==> config.mk <==
export PLATFORM = sky130hd
export DESIGN_NAME = dmc_top
export DESIGN_NICKNAME = d
export VERILOG_FILES = /design/src/dmc_pkg.sv /design/src/dmc_sticky_flag.sv /design/src/dmc_conv_ctrl.sv /design/src/dmc_top.sv
export SDC_FILE = /design/constraint.sdc
export NUM_CORES = 1
export LEC_CHECK = 0
export BUFFER_PORTS_ARGS = -buffer_cell sky130_fd_sc_hd__buf_2
export CORE_MARGIN = 3
export CORE_UTILIZATION = 40
export DETAILED_ROUTE_END_ITERATION = 7
export PLACE_DENSITY = 0.73
export SYNTH_ARGS = -nofsm -noshare
export SYNTH_HDL_FRONTEND = slang
export SYNTH_SLANG_ARGS = --single-unit
==> constraint.sdc <==
create_clock -name ref_clk -period 4.3 [get_ports ref_clk]
set_clock_uncertainty 0.15 [all_clocks]
set_input_delay 0.86 -clock ref_clk [delete_from_list [all_inputs] [get_ports ref_clk]]
set_output_delay 0.86 -clock ref_clk [all_outputs]
set_load 0.05 [all_outputs]
==> src/dmc_pkg.sv <==
// Shared constants and types for the dual converter mode control block.
// Assumes byte addressing on a 32-bit Avalon-MM slave with 8-bit registers.
package dmc_pkg;

	localparam int ADDR_W = 5;
	localparam int DATA_W = 32;

	// Register byte offsets.
	localparam logic [4:0] OFS_MODE = 5'h00;
	localparam logic [4:0] OFS_STATUS = 5'h04;
	localparam logic [4:0] OFS_IRQ_STATUS = 5'h08;
	localparam logic [4:0] OFS_IRQ_MASK = 5'h0C;
	localparam logic [4:0] OFS_CONFIG = 5'h10;

	// Mode control register fields.
	localparam int PRI_EN_BIT = 5;
	localparam int AUX_EN_BIT = 4;
	localparam int FIELD_LSB = 0;
	localparam int FIELD_W = 3;

	// Converter status register fields.
	localparam int ST_PRI_DONE = 0;
	localparam int ST_AUX_DONE = 1;
	localparam int ST_CAL_DONE = 2;
	localparam int ST_PRI_ERR = 3;
	localparam int ST_AUX_ERR = 4;

	// Interrupt status and mask fields.
	localparam int IRQ_W = 3;
	localparam int IRQ_PRI_DONE = 0;
	localparam int IRQ_AUX_DONE = 1;
	localparam int IRQ_OP_FINISH = 2;

	// Converter configuration register fields.
	localparam int CFG_PRI_REF = 0;
	localparam int CFG_AUX_REF = 1;
	localparam int CFG_PRI_CH_LSB = 2;
	localparam int CFG_AUX_CH_LSB = 4;
	localparam int CFG_W = 6;

	typedef enum logic [2:0] {
		OP_POWER_DOWN = 3'h0,
		OP_IDLE = 3'h1,
		OP_SINGLE = 3'h2,
		OP_CONTINUOUS = 3'h3,
		OP_INT_ZERO = 3'h4,
		OP_INT_FULL = 3'h5,
		OP_SYS_ZERO = 3'h6,
		OP_SYS_FULL = 3'h7
	} dmc_op_e;

	// Values after reset.
	localparam logic [1:0] ENABLE_RESET = 2'h0;
	localparam dmc_op_e FIELD_RESET = OP_POWER_DOWN;
	localparam logic [CFG_W-1:0] CONFIG_RESET = 6'h00;
	localparam logic [IRQ_W-1:0] MASK_RESET = 3'h0;

	function automatic logic op_is_cal(input dmc_op_e op);
		return op inside {OP_INT_ZERO, OP_INT_FULL, OP_SYS_ZERO, OP_SYS_FULL};
	endfunction

	function automatic logic op_is_one_shot(input dmc_op_e op);
		return (op == OP_SINGLE) || op_is_cal(op);
	endfunction

endpackage

==> src/dmc_sticky_flag.sv <==
// One sticky flag: a set in the same cycle as a clear wins.
// Assumes set and clear come from logic on ref_clk.
module dmc_sticky_flag (
	// Clock and reset.
	input wire logic ref_clk,
	input wire logic resetn,
	// Control.
	input wire logic set,
	input wire logic clear,
	// State.
	output logic flag
);

	always_ff @(posedge ref_clk) begin
		if (!resetn) begin
			flag <= 1'b0;
		end else if (set) begin
			flag <= 1'b1;
		end else if (clear) begin
			flag <= 1'b0;
		end
	end

endmodule

==> src/dmc_conv_ctrl.sv <==
// Control of one converter: decodes the shared operation for this converter,
// keeps its done and error flags and its pending one-shot operation.
// Assumes the converter pulses done_in for one cycle per finished result.
module dmc_conv_ctrl (
	// Clock and reset.
	input wire logic ref_clk,
	input wire logic resetn,
	// From the mode control register.
	input wire logic enable,
	input wire dmc_pkg::dmc_op_e op,
	input wire logic field_write,
	input wire logic arm,
	input wire logic flag_clear,
	// From the converter.
	input wire logic done_in,
	input wire logic err_in,
	// To the converter.
	output logic run,
	output logic [2:0] conv_op,
	output logic conv_reset,
	output logic idle_hold,
	output logic short_inputs,
	output logic ref_apply,
	output logic result_we,
	output logic coef_we,
	// State.
	output logic done_flag,
	output logic err_flag,
	output logic pending,
	output logic done_evt
);

	logic active;

	assign active = enable && (op != dmc_pkg::OP_POWER_DOWN);
	// A converter holding an unread result is barred from producing another.
	assign done_evt = done_in && active && !done_flag;
	assign result_we = !done_flag;

	dmc_sticky_flag u_done (
		.ref_clk(ref_clk),
		.resetn(resetn),
		.set(done_evt),
		.clear(flag_clear),
		.flag(done_flag)
	);

	dmc_sticky_flag u_err (
		.ref_clk(ref_clk),
		.resetn(resetn),
		.set(done_evt && err_in),
		.clear(field_write),
		.flag(err_flag)
	);

	always_ff @(posedge ref_clk) begin
		if (!resetn) begin
			pending <= 1'b0;
		end else if (arm) begin
			pending <= 1'b1;
		end else if (done_evt || !enable) begin
			pending <= 1'b0;
		end
	end

	always_ff @(posedge ref_clk) begin
		if (!resetn) begin
			run <= 1'b0;
			conv_op <= dmc_pkg::OP_POWER_DOWN;
			conv_reset <= 1'b0;
			idle_hold <= 1'b0;
			short_inputs <= 1'b0;
			ref_apply <= 1'b0;
			coef_we <= 1'b0;
		end else begin
			run <= active;
			conv_op <= active ? op : dmc_pkg::OP_POWER_DOWN;
			conv_reset <= field_write;
			idle_hold <= active && (op == dmc_pkg::OP_IDLE);
			short_inputs <= active && (op == dmc_pkg::OP_INT_ZERO);
			ref_apply <= active && (op == dmc_pkg::OP_INT_FULL);
			coef_we <= done_evt && dmc_pkg::op_is_cal(op) && !err_in;
		end
	end

endmodule

==> src/dmc_top.sv <==
// Mode control for a primary and an auxiliary sigma-delta converter, with an
// Avalon-MM register slave and one level interrupt.
// Assumes converters, filters and multiplexers run on ref_clk.
//
// Functional notes
// - Mode bits 7, 6, 3 reserved, read zero.
// - Primary enable set runs selected operation.
// - Primary enable clear powers primary down.
// - Auxiliary enable set runs selected operation.
// - Auxiliary enable clear powers auxiliary down.
// - Field 000 is power-down, reset value.
// - Field 001 idle holds filter, modulator reset.
// - Field 010 performs exactly one conversion.
// - Single conversion end returns field to 000.
// - Field 011 converts continuously at decimated rate.
// - Field 100 internal zero-scale, inputs shorted.
// - Field 101 internal full-scale with selected reference.
// - Field 110 system zero-scale on selected channels.
// - Field 111 system full-scale on selected channels.
// - Any field write resets both converters.
// - Calibration clears flags, ends writing coefficients, 000.
// - Done flag set on completion, blocks results.
module dmc_top (
	// Clock and reset.
	input wire logic ref_clk,
	input wire logic resetn,
	// Avalon-MM slave.
	input wire logic [dmc_pkg::ADDR_W-1:0] avs_address,
	input wire logic avs_read,
	input wire logic avs_write,
	input wire logic [3:0] avs_byteenable,
	input wire logic [dmc_pkg::DATA_W-1:0] avs_writedata,
	output logic [dmc_pkg::DATA_W-1:0] avs_readdata,
	output logic avs_waitrequest,
	// Interrupt.
	output logic irq,
	// Converter control, index 0 primary, index 1 auxiliary.
	output logic [1:0] conv_run,
	output logic [1:0][2:0] conv_op,
	output logic [1:0] conv_reset,
	output logic [1:0] conv_idle_hold,
	output logic [1:0] conv_short_inputs,
	output logic [1:0] conv_ref_apply,
	output logic [1:0] conv_result_we,
	output logic [1:0] conv_coef_we,
	// Input selection.
	output logic primary_reference_select,
	output logic auxiliary_reference_select,
	output logic [1:0] primary_channel_select,
	output logic [1:0] auxiliary_channel_select,
	// Converter completion.
	input wire logic [1:0] conv_done,
	input wire logic [1:0] conv_err
);

	logic ack;
	logic req;
	logic wr_fire;
	logic lane0;
	logic mode_wr;
	logic status_wr;
	logic irq_status_wr;
	logic [1:0] enable;
	dmc_pkg::dmc_op_e operation_select_field;
	dmc_pkg::dmc_op_e new_op;
	logic [1:0] new_enable;
	logic [1:0] arm;
	logic cal_req;
	logic [1:0] flag_clr;
	logic [1:0] done_flag;
	logic [1:0] err_flag;
	logic [1:0] pending;
	logic [1:0] done_evt;
	logic op_finish;
	logic cal_done;
	logic [dmc_pkg::CFG_W-1:0] config_reg;
	logic [dmc_pkg::IRQ_W-1:0] irq_mask;
	logic [dmc_pkg::IRQ_W-1:0] irq_status;
	logic [dmc_pkg::IRQ_W-1:0] irq_events;
	logic [7:0] mode_view;
	logic [7:0] status_view;

	// Bus slave: one wait state, read data captured in the first cycle.
	assign req = avs_read || avs_write;
	assign avs_waitrequest = req && !ack;
	assign wr_fire = avs_write && ack;
	assign lane0 = avs_byteenable[0];
	assign mode_wr = wr_fire && lane0 && (avs_address == dmc_pkg::OFS_MODE);
	assign status_wr = wr_fire && lane0 && (avs_address == dmc_pkg::OFS_STATUS);
	assign irq_status_wr = wr_fire && lane0 && (avs_address == dmc_pkg::OFS_IRQ_STATUS);

	always_ff @(posedge ref_clk) begin
		if (!resetn) begin
			ack <= 1'b0;
		end else begin
			ack <= req && !ack;
		end
	end

	// Reserved mode bits are not stored and read back as zero.
	assign mode_view = {2'h0, enable[0], enable[1], 1'b0, operation_select_field};
	assign status_view = {3'h0, err_flag[1], err_flag[0], cal_done, done_flag[1], done_flag[0]};

	always_ff @(posedge ref_clk) begin
		if (!resetn) begin
			avs_readdata <= 32'h00000000;
		end else if (avs_read && !ack) begin
			case (avs_address)
				dmc_pkg::OFS_MODE: avs_readdata <= {24'h000000, mode_view};
				dmc_pkg::OFS_STATUS: avs_readdata <= {24'h000000, status_view};
				dmc_pkg::OFS_IRQ_STATUS: avs_readdata <= {29'h00000000, irq_status};
				dmc_pkg::OFS_IRQ_MASK: avs_readdata <= {29'h00000000, irq_mask};
				dmc_pkg::OFS_CONFIG: avs_readdata <= {26'h0000000, config_reg};
				default: avs_readdata <= 32'h00000000;
			endcase
		end
	end

	// Decode of a mode control write.
	assign new_op = dmc_pkg::dmc_op_e'(avs_writedata[dmc_pkg::FIELD_LSB +: dmc_pkg::FIELD_W]);
	assign new_enable = {avs_writedata[dmc_pkg::AUX_EN_BIT], avs_writedata[dmc_pkg::PRI_EN_BIT]};
	assign cal_req = mode_wr && dmc_pkg::op_is_cal(new_op);

	always_comb begin
		for (int i = 0; i < 2; i++) begin
			arm[i] = mode_wr && new_enable[i] && dmc_pkg::op_is_one_shot(new_op);
			// Starting a new one-shot also clears the old result flag.
			flag_clr[i] = (status_wr && avs_writedata[i]) || cal_req || arm[i];
		end
	end

	// A one-shot is over once no enabled converter still owes a result.
	// A fresh write in the same cycle wins, since it is the newer request.
	assign op_finish = dmc_pkg::op_is_one_shot(operation_select_field) && (pending == 2'h0)
		&& !mode_wr;

	always_ff @(posedge ref_clk) begin
		if (!resetn) begin
			enable <= dmc_pkg::ENABLE_RESET;
			operation_select_field <= dmc_pkg::FIELD_RESET;
		end else if (mode_wr) begin
			enable <= new_enable;
			operation_select_field <= new_op;
		end else if (op_finish) begin
			operation_select_field <= dmc_pkg::OP_POWER_DOWN;
		end
	end

	dmc_sticky_flag u_cal_done (
		.ref_clk(ref_clk),
		.resetn(resetn),
		.set(op_finish && dmc_pkg::op_is_cal(operation_select_field) && (enable != 2'h0)),
		.clear(mode_wr),
		.flag(cal_done)
	);

	always_ff @(posedge ref_clk) begin
		if (!resetn) begin
			config_reg <= dmc_pkg::CONFIG_RESET;
			irq_mask <= dmc_pkg::MASK_RESET;
		end else if (wr_fire && lane0) begin
			if (avs_address == dmc_pkg::OFS_CONFIG) begin
				config_reg <= avs_writedata[dmc_pkg::CFG_W-1:0];
			end
			if (avs_address == dmc_pkg::OFS_IRQ_MASK) begin
				irq_mask <= avs_writedata[dmc_pkg::IRQ_W-1:0];
			end
		end
	end

	assign primary_reference_select = config_reg[dmc_pkg::CFG_PRI_REF];
	assign auxiliary_reference_select = config_reg[dmc_pkg::CFG_AUX_REF];
	assign primary_channel_select = config_reg[dmc_pkg::CFG_PRI_CH_LSB +: 2];
	assign auxiliary_channel_select = config_reg[dmc_pkg::CFG_AUX_CH_LSB +: 2];

	generate
		for (genvar g = 0; g < 2; g++) begin : g_conv
			dmc_conv_ctrl u_conv (
				.ref_clk(ref_clk),
				.resetn(resetn),
				.enable(enable[g]),
				.op(operation_select_field),
				.field_write(mode_wr),
				.arm(arm[g]),
				.flag_clear(flag_clr[g]),
				.done_in(conv_done[g]),
				.err_in(conv_err[g]),
				.run(conv_run[g]),
				.conv_op(conv_op[g]),
				.conv_reset(conv_reset[g]),
				.idle_hold(conv_idle_hold[g]),
				.short_inputs(conv_short_inputs[g]),
				.ref_apply(conv_ref_apply[g]),
				.result_we(conv_result_we[g]),
				.coef_we(conv_coef_we[g]),
				.done_flag(done_flag[g]),
				.err_flag(err_flag[g]),
				.pending(pending[g]),
				.done_evt(done_evt[g])
			);
		end
		for (genvar g = 0; g < dmc_pkg::IRQ_W; g++) begin : g_irq
			dmc_sticky_flag u_irq (
				.ref_clk(ref_clk),
				.resetn(resetn),
				.set(irq_events[g]),
				.clear(irq_status_wr && avs_writedata[g]),
				.flag(irq_status[g])
			);
		end
	endgenerate

	assign irq_events = {op_finish, done_evt[1], done_evt[0]};

	always_ff @(posedge ref_clk) begin
		if (!resetn) begin
			irq <= 1'b0;
		end else begin
			irq <= |(irq_status & irq_mask);
		end
	end
endmodule

==> impl_results.md <==
* Number of DRC markers in iteration 0 at 136
* DP Wirelength at 3607 um
* Worst path max stage delay at 800 ps
* Io pins at 109
* Footprint of the multi-input gates at 1057 um2
* Final count of negative-setup-slack endpoints at 0
* Cells resized by post-CTS repair at 0
* CTS H-tree lvls at 2
* Die W at 82.54 um
* Dpl ws at 1380 ps
* Setup TNS at 0 ps
* Gr ovfl total at 0
* Status: finished, final reports clean
* Reg2reg path depth at 4
* Syn Std Cell Area at 2343 um2
* Post-synth EDFFs at 0
* Routed len/inst at 13.73 um
* Routed Antenna Nets at 0
* Maximum Capacitance Violations at 0
* GP Congestion at 0.8989
* Static Leak at 1.127 nW
* Worst-Skew Late Latency at 310 ps
* Post-synthesis register bit count at 49
* Post-CTS Setup Bufs at 0
* Hold-fix buffers at CTS at 0
* R2r endpoint: g_conv[1].u_conv.u_done.flag$_SDFFE_PN0P_
* Clock transition at path regs at 90 ps
* Critical Path End Type: register
* Syn avg cell area at 9.263 um2
* Cells after Synth at 253
* Final Hold Fails at 0
* Gr usage total at 14.93%
* CP Data Arrival Time at 2680 ps
* Share of layout cells above drive strength 1 at 23.51%
* Routed wire length at 4900 um
* Synth cell count leaders: dfxtp_1, buf_4, nor2b_1
* CTS sink cnt at 49
* Final min period at 2621 ps
* DRC viols at 0
* # diodes at 0
* CP cell instances: buf_2 -> or3_4 -> nor4_2 -> a31oi_1 -> o21a_1
* PnR Total Power at 820.6 uW
* Core area at 5574 um2
* Number of buffers created by CTS at 5
* Period utilization at 60.95%
* Final instance area at 2506 um2
* Most common cell in the netlist: dfxtp_1
* Setup slack, reg-to-reg at 2090 ps
* First-pass GRT wire length at 7790 um
* Startpoint class of the critical path: input pin
* Ys Warns at 0
* Synth area leader: dfxtp_1
* Achievable Freq at 0.3815 GHz
* Initial cell density of the core at 42.04%
* DRT Pass-1 Iters at 4
* Largest net degree at the start of global routing at 39
* Largest cells by area after synthesis: dfxtp_1, buf_4, mux2i_1
* Synth cell types at 41
* RSZ-0062 raised after global routing: no
* Worst Path Required at 4360 ps
* # port buffers at 53
* Slew headroom at 29.84%
* VDD IR-drop max at 0.1287 mV
* CTS tree: built
* Hold depth at 2
* Placed Area at 2416 um2
* Fillers at 562
* Worst r2r src: ack$_SDFF_PN0_
* Asr flop ratio synth at 0%
* Yosys top cell area share at 41.86%
* Setup ws final at 1679 ps
* CP Capture Point: g_conv[1].u_conv.u_done.flag$_SDFFE_PN0P_
* Power per cell area at 327.4 nW/um2
* # rows at 27
* CP max stage cell: nor4_2
* Ys flop type: dfxtp_1
* Clock buffer depth at 2
* Layout Area Growth over Synthesis at 6.941%
* Vias in the first global route at 1,566
* Root buffer cell: clkbuf_8
* Die Y at 82.54 um
* Initial antenna violation count at 0
* Worst-margin pin slew at 1044 ps
* Worst min path class: reg2reg
* Vias/cell at 4.944
* Die area at 6813 um2
* FF/Latch Area at 980.9 um2
* Sequential fraction of the synthesis area at 41.86%
* # nets final at 333
* Final Max Slew Viols at 0
* Maximum net fanout on the critical path at 12
* Via count at 1,765
* Crit path kind: in2reg
* Setup crit start: avs_address[4]
[power breakdown]
group          switching [mW]  internal (mW)
Combinational          0.0788         0.0162
Clock                   0.155          0.115
Sequential           0.000906          0.454
[cells by family after synthesis]
family / count (synthesis) / share of synthesized area, %
buf+inv: 60 / 17.03
flops: 49 / 41.86
other cells: 1 / 0.1600
mux: 16 / 6.834
compound gates: 43 / 13.35
simple gates: 84 / 20.77
[metrics by stage]
step                      instances  hold WS, ps  utilization, %
final                           357        304.3           44.96
after global routing            357        343.9           44.96
after CTS                       357        314.8           44.96
after detailed placement        349        292.7           43.34
after global placement          349        286.7           43.34
after floorplan                 278        320.3               -
[per-layer routing]
metal | part of all wire [%] | GRT usage, % | wire, um | vias to the layer above
met5 | 0 | 0 | 0 | -
met4 | 1.8 | 6.863 | 87 | 0
met3 | 7.6 | 3.362 | 370 | 7
met2 | 47 | 23.48 | 2288 | 76
met1 | 44 | 19.38 | 2153 | 806
li1 | - | - | - | 876
[layout by cell type (no fill, tap or decap), drive strengths merged, types with 5 or more instances in the layout]
cell    synthesis  routed
nand3           9       9
dfxtp          49      49
and3            6       6
mux2i          16      16
nand2          15      15
clkbuf         10       5
buf            44      53
nor2            8       8
a22oi           5       5
inv             6       7
o21ai           7       7
conb            1      26
nor2b          17      17
nor3            6       6
a21boi          8       8
a31oi           5       5
[area by class of cell]
| cell class | instances | area share [%] |
|---|---|---|
| Sequential cell | 49 | 39.14 |
| Timing Repair Buffer | 53 | 10.58 |
| Inverter | 6 | 0.8987 |
| Multi-Input combinational cell | 169 | 42.19 |
| Clock buffer | 5 | 2.746 |
| Clock inverter | 3 | 0.8487 |
| Tap cell | 72 | 3.595 |
[worst max-delay path, delay by kind of cell]
kind                   cells  cell delay (ps)
AND/OR/NAND/NOR            2             1250
AO/OA/AOI/OAI              2              410
buffers and inverters      1              160
[worst min-delay path by stage]
stage	from	endpoint
floorplan	g_conv[0].u_conv.pending$_SDFFE_PN0P_	g_conv[0].u_conv.pending$_SDFFE_PN0P_
global placement	avs_readdata[1]$_SDFFE_PN0P_	avs_readdata[1]$_SDFFE_PN0P_
detailed placement	avs_readdata[5]$_SDFFE_PN0P_	avs_readdata[5]$_SDFFE_PN0P_
CTS	avs_readdata[1]$_SDFFE_PN0P_	avs_readdata[1]$_SDFFE_PN0P_
global route	avs_readdata[3]$_SDFFE_PN0P_	avs_readdata[3]$_SDFFE_PN0P_
finish	avs_readdata[1]$_SDFFE_PN0P_	avs_readdata[1]$_SDFFE_PN0P_
Note: power is estimated with default switching activity, not from simulation.
